`src/core_regs_pkg.sv`:
```
package core_regs_pkg;

  // Register map, byte addresses on the plain register port
  localparam logic [7:0] ADDR_GPR_BASE    = 8'h00; // 16 words, 0x00..0x3C
  localparam logic [7:0] ADDR_IRQ_SP      = 8'h40;
  localparam logic [7:0] ADDR_USER_SP     = 8'h44;
  localparam logic [7:0] ADDR_EXC_BASE    = 8'h48;
  localparam logic [7:0] ADDR_IRQ_BASE    = 8'h4C;
  localparam logic [7:0] ADDR_PC          = 8'h50;
  localparam logic [7:0] ADDR_STATUS_WORD = 8'h54;
  localparam logic [7:0] ADDR_BACKUP_PC   = 8'h58;
  localparam logic [7:0] ADDR_BACKUP_SW   = 8'h5C;
  localparam logic [7:0] ADDR_FAST_VECTOR = 8'h60;
  localparam logic [7:0] ADDR_CORE_STATE  = 8'h64;

  // Stack pointer select bit inside the status word
  localparam int SW_USER_SP_BIT = 17;
  // Busy flag position in the core state word
  localparam int STATE_FAST_BUSY_BIT = 0;

  // Reset values
  localparam logic [31:0] RESET_WORD = 32'h0000_0000;
  localparam logic [31:0] RESET_PC   = 32'h0000_0000;

  // Fast interrupt entry sequencer, one-hot
  typedef enum logic [2:0] {
    FAST_IDLE   = 3'b001,
    FAST_SAVE   = 3'b010,
    FAST_BRANCH = 3'b100
  } fast_state_t;

endpackage

```
`src/cpu_core_register_set.sv`:
```
// Functional notes
// [RULE_01] Sixteen 32-bit general registers serve as data or address operands.
// [RULE_02] General register zero is also the stack pointer of the core.
// [RULE_03] The status word select bit maps the stack pointer to irq or user.
// [RULE_04] Software should keep both stack pointers four-byte aligned.
// [RULE_05] An exception table base register gives the exception table start.
// [RULE_06] An irq table base register gives the irq vector table start.
// [RULE_07] The program counter holds the address of the executing instruction.
// [RULE_08] The status word reflects instruction results and core state.
// [RULE_09] A fast irq copies the program counter into the backup pc.
// [RULE_10] A fast irq copies the status word into the backup status word.
// [RULE_11] The backup status word keeps the status word bit layout unchanged.
// [RULE_12] A fast irq branches to the fast irq vector, with no memory fetch.
// [RULE_13] Both backups are saved before the vector is loaded into the pc.
//
// The implementer's own choices: the address-and-strobe port and the address map.
`timescale 1ns/10ps
`default_nettype none

module cpu_core_register_set #(
  parameter int NUM_GPR = 16,
  parameter int DATA_W  = 32
) (
  input  wire logic              clock,           // Core clock, 25 MHz
  input  wire logic              rst_n,           // Async reset, low
  input  wire logic [7:0]        reg_addr,        // Register byte address
  input  wire logic [31:0]       reg_wdata,       // Register write data
  input  wire logic              reg_wr,          // Write strobe
  input  wire logic              reg_rd,          // Read strobe
  output logic      [31:0]       reg_rdata,       // Read data, next cycle
  input  wire logic              exec_wr_en,      // Result write enable
  input  wire logic [3:0]        exec_wr_idx,     // Result register index
  input  wire logic [31:0]       exec_wr_data,    // Result value
  input  wire logic [3:0]        exec_rd_idx_a,   // Operand A index
  input  wire logic [3:0]        exec_rd_idx_b,   // Operand B index
  output logic      [31:0]       operand_a,       // Operand A, next cycle
  output logic      [31:0]       operand_b,       // Operand B, next cycle
  input  wire logic              pc_load_en,      // Load next instruction addr
  input  wire logic [31:0]       pc_load_value,   // Next instruction address
  input  wire logic              sw_load_en,      // Status word update
  input  wire logic [31:0]       sw_load_value,   // New status word
  input  wire logic              fast_irq_req,    // Fast irq request pulse
  output logic                   fast_irq_ack,    // Vector taken, one pulse
  output logic      [31:0]       pc,              // Program counter
  output logic      [31:0]       status_word,     // Status word
  output logic      [31:0]       stack_ptr,       // Selected stack pointer
  output logic      [31:0]       exception_table_base, // Exception table
  output logic      [31:0]       irq_table_base   // Irq vector table
);

  // Logic serves only this shape; others are refused at elaboration
  if (NUM_GPR != 16 || DATA_W != 32)
  begin : g_shape_check
    $error("cpu_core_register_set serves 16 registers of 32 bits only");
  end

  // Storage; index 0 has no cell, it is the selected stack pointer
  logic [31:0] gpr [1:15];
  logic [31:0] next_gpr [1:15];
  logic [31:0] irq_stack_ptr;
  logic [31:0] next_irq_stack_ptr;
  logic [31:0] user_stack_ptr;
  logic [31:0] next_user_stack_ptr;
  logic [31:0] next_exception_table_base;
  logic [31:0] next_irq_table_base;
  logic [31:0] fast_irq_vector;
  logic [31:0] next_fast_irq_vector;
  logic [31:0] next_status_word;
  logic [31:0] next_pc;
  logic [31:0] backup_pc;
  logic [31:0] next_backup_pc;
  logic [31:0] backup_status_word;
  logic [31:0] next_backup_status_word;
  logic        next_fast_irq_ack;
  core_regs_pkg::fast_state_t fast_state;
  core_regs_pkg::fast_state_t next_fast_state;
  logic [31:0] next_reg_rdata;
  logic [31:0] next_operand_a;
  logic [31:0] next_operand_b;
  logic [31:0] next_stack_ptr;
  logic        use_user_sp;
  logic        fast_busy;

  // Stack pointer select follows the live status word
  assign use_user_sp =
    status_word[core_regs_pkg::SW_USER_SP_BIT]; // [RULE_03]
  assign fast_busy =
    (fast_state != core_regs_pkg::FAST_IDLE);

  // Operand read; index 0 returns the active stack pointer
  function automatic logic [31:0] gpr_read(input logic [3:0] idx);
    logic [31:0] value;
    value = 32'h0000_0000;
    if (idx == 4'h0)
      value = use_user_sp ? user_stack_ptr : irq_stack_ptr; // [RULE_02]
    else
      value = gpr[idx]; // [RULE_01]
    return value;
  endfunction

  // Bus address hits a general register slot
  function automatic logic is_gpr_addr(input logic [7:0] addr);
    return (addr[7:6] == core_regs_pkg::ADDR_GPR_BASE[7:6]) &&
           (addr[1:0] == 2'b00);
  endfunction

  // Register file next values; bus writes land after execution writes
  always_comb
  begin
    next_gpr                  = gpr;
    next_irq_stack_ptr        = irq_stack_ptr;
    next_user_stack_ptr       = user_stack_ptr;
    next_exception_table_base = exception_table_base;
    next_irq_table_base       = irq_table_base;
    next_fast_irq_vector      = fast_irq_vector;
    next_status_word          = status_word;
    if (exec_wr_en)
    begin
      if (exec_wr_idx == 4'h0)
      begin
        // Push and pop move only the selected pointer
        if (use_user_sp)
          next_user_stack_ptr = exec_wr_data; // [RULE_03]
        else
          next_irq_stack_ptr = exec_wr_data; // [RULE_02]
      end
      else
        next_gpr[exec_wr_idx] = exec_wr_data; // [RULE_01]
    end
    if (sw_load_en)
      next_status_word = sw_load_value; // [RULE_08]
    if (reg_wr)
    begin
      if (is_gpr_addr(reg_addr))
      begin
        if (reg_addr[5:2] == 4'h0)
        begin
          if (use_user_sp)
            next_user_stack_ptr = reg_wdata; // [RULE_03]
          else
            next_irq_stack_ptr = reg_wdata; // [RULE_03]
        end
        else
          next_gpr[reg_addr[5:2]] = reg_wdata; // [RULE_01]
      end
      else
      begin
        case (reg_addr)
          core_regs_pkg::ADDR_IRQ_SP:
            next_irq_stack_ptr = reg_wdata;
          core_regs_pkg::ADDR_USER_SP:
            next_user_stack_ptr = reg_wdata;
          core_regs_pkg::ADDR_EXC_BASE:
            next_exception_table_base = reg_wdata; // [RULE_05]
          core_regs_pkg::ADDR_IRQ_BASE:
            next_irq_table_base = reg_wdata; // [RULE_06]
          core_regs_pkg::ADDR_STATUS_WORD:
            next_status_word = reg_wdata; // [RULE_08]
          core_regs_pkg::ADDR_FAST_VECTOR:
            next_fast_irq_vector = reg_wdata;
          default:
            next_fast_irq_vector = fast_irq_vector;
        endcase
      end
    end
  end

  always_ff @(posedge clock or negedge rst_n)
  begin
    if (!rst_n)
    begin
      for (int i = 1; i < 16; i++)
        gpr[i] <= core_regs_pkg::RESET_WORD;
      irq_stack_ptr        <= core_regs_pkg::RESET_WORD;
      user_stack_ptr       <= core_regs_pkg::RESET_WORD;
      exception_table_base <= core_regs_pkg::RESET_WORD;
      irq_table_base       <= core_regs_pkg::RESET_WORD;
      fast_irq_vector      <= core_regs_pkg::RESET_WORD;
      status_word          <= core_regs_pkg::RESET_WORD;
    end
    else
    begin
      gpr                  <= next_gpr;
      irq_stack_ptr        <= next_irq_stack_ptr;
      user_stack_ptr       <= next_user_stack_ptr;
      exception_table_base <= next_exception_table_base;
      irq_table_base       <= next_irq_table_base;
      fast_irq_vector      <= next_fast_irq_vector;
      status_word          <= next_status_word;
    end
  end

  // Fast irq entry: save first, branch one cycle later
  // The sequencer owns the pc while busy; requests then are dropped
  always_comb
  begin
    next_fast_state         = fast_state;
    next_pc                 = pc;
    next_backup_pc          = backup_pc;
    next_backup_status_word = backup_status_word;
    next_fast_irq_ack       = 1'b0;
    case (fast_state)
      core_regs_pkg::FAST_IDLE:
      begin
        if (pc_load_en)
          next_pc = pc_load_value; // [RULE_07]
        if (reg_wr && reg_addr == core_regs_pkg::ADDR_PC)
          next_pc = reg_wdata; // [RULE_07]
        if (reg_wr && reg_addr == core_regs_pkg::ADDR_BACKUP_PC)
          next_backup_pc = reg_wdata;
        if (reg_wr && reg_addr == core_regs_pkg::ADDR_BACKUP_SW)
          next_backup_status_word = reg_wdata; // [RULE_11]
        if (fast_irq_req)
          next_fast_state = core_regs_pkg::FAST_SAVE;
      end
      core_regs_pkg::FAST_SAVE:
      begin
        // Snapshot of the interrupted instruction's context
        next_backup_pc          = pc; // [RULE_09]
        next_backup_status_word = status_word; // [RULE_10] [RULE_11]
        next_fast_state         = core_regs_pkg::FAST_BRANCH; // [RULE_13]
      end
      core_regs_pkg::FAST_BRANCH:
      begin
        // Vector comes from the register, no table read
        next_pc           = fast_irq_vector; // [RULE_12] [RULE_13]
        next_fast_irq_ack = 1'b1;
        next_fast_state   = core_regs_pkg::FAST_IDLE;
      end
      default:
        next_fast_state = core_regs_pkg::FAST_IDLE;
    endcase
  end

  always_ff @(posedge clock or negedge rst_n)
  begin
    if (!rst_n)
    begin
      fast_state         <= core_regs_pkg::FAST_IDLE;
      pc                 <= core_regs_pkg::RESET_PC;
      backup_pc          <= core_regs_pkg::RESET_WORD;
      backup_status_word <= core_regs_pkg::RESET_WORD;
      fast_irq_ack       <= 1'b0;
    end
    else
    begin
      fast_state         <= next_fast_state;
      pc                 <= next_pc;
      backup_pc          <= next_backup_pc;
      backup_status_word <= next_backup_status_word;
      fast_irq_ack       <= next_fast_irq_ack;
    end
  end

  // Read side: bus data and operands, all registered for clean outputs
  always_comb
  begin
    next_reg_rdata = 32'h0000_0000;
    if (reg_rd)
    begin
      if (is_gpr_addr(reg_addr))
        next_reg_rdata = gpr_read(reg_addr[5:2]);
      else
      begin
        case (reg_addr)
          core_regs_pkg::ADDR_IRQ_SP:      next_reg_rdata = irq_stack_ptr;
          core_regs_pkg::ADDR_USER_SP:     next_reg_rdata = user_stack_ptr;
          core_regs_pkg::ADDR_EXC_BASE:
            next_reg_rdata = exception_table_base; // [RULE_05]
          core_regs_pkg::ADDR_IRQ_BASE:
            next_reg_rdata = irq_table_base; // [RULE_06]
          core_regs_pkg::ADDR_PC:          next_reg_rdata = pc;
          core_regs_pkg::ADDR_STATUS_WORD: next_reg_rdata = status_word;
          core_regs_pkg::ADDR_BACKUP_PC:   next_reg_rdata = backup_pc;
          core_regs_pkg::ADDR_BACKUP_SW:
            next_reg_rdata = backup_status_word;
          core_regs_pkg::ADDR_FAST_VECTOR: next_reg_rdata = fast_irq_vector;
          core_regs_pkg::ADDR_CORE_STATE:
            next_reg_rdata[core_regs_pkg::STATE_FAST_BUSY_BIT] = fast_busy;
          default:                         next_reg_rdata = 32'h0000_0000;
        endcase
      end
    end
    next_operand_a = gpr_read(exec_rd_idx_a);
    next_operand_b = gpr_read(exec_rd_idx_b);
    next_stack_ptr = gpr_read(4'h0); // [RULE_02]
  end

  always_ff @(posedge clock or negedge rst_n)
  begin
    if (!rst_n)
    begin
      reg_rdata <= 32'h0000_0000;
      operand_a <= 32'h0000_0000;
      operand_b <= 32'h0000_0000;
      stack_ptr <= 32'h0000_0000;
    end
    else
    begin
      reg_rdata <= next_reg_rdata;
      operand_a <= next_operand_a;
      operand_b <= next_operand_b;
      stack_ptr <= next_stack_ptr;
    end
  end

endmodule

`default_nettype wire

```
`config.mk`:
```
export PLATFORM = sky130hd
export DESIGN_NAME = cpu_core_register_set
export DESIGN_NICKNAME = d
export VERILOG_FILES = /design/src/core_regs_pkg.sv /design/src/cpu_core_register_set.sv
export SDC_FILE = /design/constraint.sdc
export NUM_CORES = 2
export LEC_CHECK = 0
export ABC_AREA = 1
export BUFFER_PORTS_ARGS = -buffer_cell sky130_fd_sc_hd__buf_2
export CAP_MARGIN = 20
export CORE_MARGIN = 5
export CORE_UTILIZATION = 40
export DETAILED_ROUTE_END_ITERATION = 16
export SLEW_MARGIN = 15
export SYNTH_ARGS = -nofsm -noshare
export SYNTH_HDL_FRONTEND = slang
export SYNTH_SLANG_ARGS = --single-unit
```
`constraint.sdc`:
```
create_clock -name clock -period 3.8 [get_ports clock]
set_clock_uncertainty 0.05 [all_clocks]
set_input_delay 0.76 -clock clock [delete_from_list [all_inputs] [get_ports clock]]
set_output_delay 0.76 -clock clock [all_outputs]
set_load 0.01 [all_outputs]
```
Yosys cells after proc, flatten, opt, wreduce, memory -nomap -nowiden

Cells that the tools add are included.
W data, S select, Z words.

Register bits after elaboration: 900
Input bits: 156
Output and inout port bits: 257

$lt $le $gt $ge: 6
Equality and inequality tests: 18
Muxes and demuxes: 58
Bitwise logic cells: 5
Reduce and logical (&&, ||, !) cells: 20

Operator list:

| kind                 | count |
|---|---|
| $mux W480            | 5 |
| $mux W32             | 38 |
| $bwmux W480          | 2 |
| $bmux W32 S4         | 3 |
| $pmux W31 S9         | 1 |
| $demux W32 S4        | 2 |
| $pmux W32 S2         | 3 |
| $eq A8 B7 Y1 const B | 10 |
| $ge A5 B5 Y1 const B | 4 |
| $not A4 Y5           | 4 |
| $logic_not A4 Y1     | 4 |
| $lt A5 B1 Y1 const B | 2 |
| $pmux W1 S10         | 1 |
| $reduce_and A3 Y1    | 3 |
| $logic_and A1 B1 Y1  | 6 |
| $ne A2 B2 Y1 const B | 3 |
| $pmux W3 S2          | 1 |
| $reduce_and A2 Y1    | 3 |
| $logic_not A2 Y1     | 2 |
| $reduce_bool A2 Y1   | 2 |
| $eq A3 B1 Y1 const B | 1 |
| $eq A3 B2 Y1 const B | 1 |
| $eq A3 B3 Y1 const B | 1 |
| $mux W3              | 1 |
| other kinds (4)      | 4 |

Depth between registers and ports, before layout

Depth in word-level cells: 12
Gate-level depth with buffers: 13

Worst setup path before layout

No wires, ideal clock.

Path type: input to register
Start: input reg_addr[7]
End: register irq_stack_ptr[29]
Setup time: 131 ps
Data arrival time: 1939 ps
Slack: 1680 ps
Stages: 10
Path through: nor2_2 > nand2_2 > inv_2 > nand3_1 > nand2_2 > nand2_2 > buf_6 > buf_2 > o211ai_1 > o21ai_1

Longest elaborated chain between the ends: 4

Ends and longest elaborated chain:

| item                                             | RTL line                                                   | RTL |
|---|---|---|
| from (decl)                                      | cpu_core_register_set.sv:26                                | `input wire logic [7:0] reg_addr,` |
| $eq A8 B7 Y1 or $logic_not A2 Y1 (tied branches) | cpu_core_register_set.sv:148, cpu_core_register_set.sv:103 |  |
| $mux W32 or $logic_and A1 B1 Y1 (tied branches)  | cpu_core_register_set.sv:148, cpu_core_register_set.sv:103 |  |
| $mux W32 *                                       | cpu_core_register_set.sv:134                               | `if (is_gpr_addr(reg_addr))` |
| $mux W32 *                                       | cpu_core_register_set.sv:132                               | `if (reg_wr)` |
| via next_irq_stack_ptr[29]                       | cpu_core_register_set.sv:61                                | `logic [31:0] next_irq_stack_ptr;` |
| to (signal assigned)                             | cpu_core_register_set.sv:174                               | `irq_stack_ptr <= core_regs_pkg::RESET_WORD;` |
| to (signal assigned)                             | cpu_core_register_set.sv:184                               | `irq_stack_ptr <= next_irq_stack_ptr;` |
| to (decl)                                        | cpu_core_register_set.sv:60                                | `logic [31:0] irq_stack_ptr;` |

The timed path passes the listed nets; every way through them passes the cells marked *.
A chain may end at the register's enable or synchronous reset.

Final worst setup path

Start: register status_word[17]
End: register reg_rdata[4]

Longest elaborated chain between the ends: 4

Ends and longest elaborated chain:

| item                   | RTL line                     | RTL |
|---|---|---|
| from (decl)            | cpu_core_register_set.sv:45  | `output logic [31:0] status_word,` |
| from (signal assigned) | cpu_core_register_set.sv:179 | `status_word <= core_regs_pkg::RESET_WORD;` |
| from (signal assigned) | cpu_core_register_set.sv:189 | `status_word <= next_status_word;` |
| $mux W32               | n/a                          |  |
| via next_stack_ptr[4]  | cpu_core_register_set.sv:80  | `logic [31:0] next_stack_ptr;` |
| $mux W32               | cpu_core_register_set.sv:94  | `if (idx == 4'h0)` |
| $mux W32               | cpu_core_register_set.sv:261 | `if (is_gpr_addr(reg_addr))` |
| $mux W32               | cpu_core_register_set.sv:259 | `if (reg_rd)` |
| via next_reg_rdata[4]  | cpu_core_register_set.sv:77  | `logic [31:0] next_reg_rdata;` |
| to (signal assigned)   | cpu_core_register_set.sv:300 | `reg_rdata <= next_reg_rdata;` |
| to (decl)              | cpu_core_register_set.sv:30  | `output logic [31:0] reg_rdata,` |

The timed path passes the listed nets, and every way through them passes these cells.

==> results.cfg <==
[final_layout]
finalNetCount = 8482
final_cell_mix = nand2_1 (2465), o21ai_0 (1368), dfrtp_1 (898)
drive_above_1_share_pct = 12.1
design_area_um2 = 63900
utilization_pct = 46.4
final_common_cell = nand2_1
area_growth_pct = 15.2

[power_and_ir_drop]
p_sw_share_pct = 36.3
ir_worst_vdd_mv = 0.359
p_int_uw = 21100
p_per_area_nw_per_um2 = 518
p_leak_uw = 0.0310
pwr-share-seq_pct = 40.7
p_sw_uw = 12000
combPwrFrac_pct = 26.1
power_frac_clock_pct = 33.2

[critical_path]
cp_data_arrival_time_ns = 3.18
criticalPathCategory = flip-flop to flip-flop
cp_cell_sequence = buf_4 -> o21ai_0 -> a21oi_1 -> o21ai_1 -> nand2_1 -> nor2_1
startpoint_type = flip-flop
crit_path_max_fanout = 31
critPathSlowestCell = o21ai_0
critPathTopFamily = compound AO/OA/AOI/OAI gates
slowest_delay_ns = 0.88
end_kind = flip-flop
crit_buf_inv = 1
crit_required_ns = 4.39

[cts]
cts_resized = 0
cts.htree.levels = 3
clock-sinks = 900
post-cts-setup-buffers = 0
cts_buffer_depth = 3
ctsHoldBuffers = 0
tritoncts = done
clkTransAtPathRegs_ns = 0.06
numCtsBuffers = 104
root_buffer = clkbuf_16
worstSkewPairLatency_ns = 0.75

[place]
portBuffers = 412
gp_congestion = 1.02
placed_cell_area_um2 = 60100
dpl.hpwl_um = 190000

[floorplan]
row_count = 136
dieHeight_um = 382
die-area_um2 = 146000
core_um2 = 138000
io_pins = 413
initial_core_util_pct = 40.3
die_x_um = 382

[synthesis]
synth_top_area_cell = dfrtp_1
syn_area_um2 = 55400
ys_ff_latch = 900
synthTopCellsByArea = dfrtp_1 (41%), nand2_1 (17%), o21ai_0 (12%)
synth_cell_types = 44
synth_top_area_share_pct = 40.6
yosys_most_used_dff = dfrtp_1
synth-adder-area-share_pct = 0
synth_compound_area_share_pct = 24.2
syn_nets = 8360
synth_edf_count = 0
ys_seq_area_share_pct = 40.6
synthXorXnorAreaFrac_pct = 0
yosys.area_share.simple_pct = 25.8
synth.area.mux_share_pct = 0.0181
async_reset_ff_share_pct = 100
synth_top_family_by_area = simple AND/OR/NAND/NOR gates
synth_warnings = 0
syn_inst = 8204
syn_area_per_cell_um2 = 6.76

[route]
drtIter0Drc = 8887
wl_um = 293000
detail_route.wl_per_cell_um = 28.6
drc_errors = 0
vias_per_cell = 6.15
drtPass1Iterations = 9
dr_total_vias = 62880
ant_nets = 0

[min_path]
hp-class = input pin to asynchronous set/reset pin

[timing]
finalSetupViolations = 0
hold_viol = 7
finalCritPeriodShare_pct = 68.2
period_needed_ns = 2.59
worst_slew_pin_slew_ns = 1.21
finalMaxSlewViolations = 0
tns_ns = 0
slew_headroom_pct = 18.3
hold_slack_ns = -0.0222
rsz0062_at_grt = false
clock.fmax_ghz = 0.386

[run_status]
outcome = complete, but fails checks
violations = hold timing

[global_route]
grt_pass1_wl_um = 415000
grt_overflow_total = 0
grt_pass1_vias = 58470
grtUsageTotal_pct = 38.5
grt_start_max_net_pins = 147
antenna_found_initial = 30

[job]
maxCapViolations = 0
-- synth_stat cells, types with 2 or more instances --
cell type and instances:
o21ai_0 1369, nor3_4 2, nand3_2 9, o31ai_1 3
a211oi_1 4, a32oi_1 9, nor2_2 9, buf_6 5
nor2_4 6, inv_1 592, dfrtp_1 899, a31oi_1 14
o221ai_1 20, buf_2 160, o21ai_1 148, clkinv_1 3
o2111ai_1 46, buf_4 16, nand4_1 2, nor2_1 426
nor3_2 2, a22oi_1 30, nor3_1 7, clkbuf_1 467
or2_2 32, o211ai_1 264, buf_1 49, nand2_2 11
nand3_1 546, a21oi_1 525, inv_2 18, nand2_1 2477
o22ai_1 23
-- cell type report --
class                      count  area [um^2]
clock buffer                 155         3150
inverter                     614         2320
fill                       14042        73800
timing repair buffer         713         5220
tap                         1794         2240
multi-input combinational   5993        27800
clock inverter                35          502
sequential                   900        22500
antenna                       26         65.1
-- power by group through the flow --
stage / clock [uW] / sequential [uW] / combinational (uW)
floorplan: 0 / 13100 / 5160
global placement: 0 / 13500 / 8190
detailed placement: 0 / 13600 / 8350
CTS: 11000 / 13400 / 8390
global route: 11400 / 13700 / 9530
finish: 11000 / 13500 / 8620
-- per-stage QoR --
step / std cells / setup WS, ns / total power (uW)
floorplan: 8204 / 1.68 / 18300
global placement: 10012 / 0.750 / 21700
detailed placement: 10013 / 0.701 / 21900
CTS: 10203 / 1.28 / 32800
global route: 10216 / 1.07 / 34600
finish: 10230 / 1.21 / 33100
-- per-layer routing --
metal,global-route usage (%),vias up,share of wire (%),wire [um]
met5,0,-,0.0024,7
met3,10.2,1212,12,36300
li1,-,27404,-,-
met1,47.3,29658,35,104000
met2,57.8,4604,42,124000
met4,29.7,2,9.8,28600
-- sequential cells by signal (all words and copies together), names as in the netlist --
signal	count
gpr	480
backup_pc	32
backup_status_word	32
exception_table_base	32
fast_irq_vector	32
irq_stack_ptr	32
irq_table_base	32
operand_a	32
operand_b	32
pc	32
reg_rdata	32
stack_ptr	32
status_word	32
user_stack_ptr	32
fast_state	3
fast_irq_ack	1
-- kinds of logic after synthesis --
kind of cell / count (synthesis)
multiplexers: 1
AO/OA/AOI/OAI: 2458
AND/OR/NAND/NOR: 3534
buffers and inverters: 1311
flip-flops: 900
-- path summary, 6_finish.rpt --
path,startpoint,endpoint,slack [ns],cells past startpoint
setup / recovery,status_word[17],reg_rdata[4],1.21,6
hold reg to reg,fast_state[1],fast_irq_ack,0.41,1
hold / removal,rst_n,fast_irq_vector[8],-0.02,1
setup reg to reg,status_word[17],reg_rdata[4],1.21,6
max in group asynchronous,rst_n,gpr[149],2.55,2
min in group clock,fast_irq_req,fast_state[1],0.20,3
(Power assumes the default switching activity.)
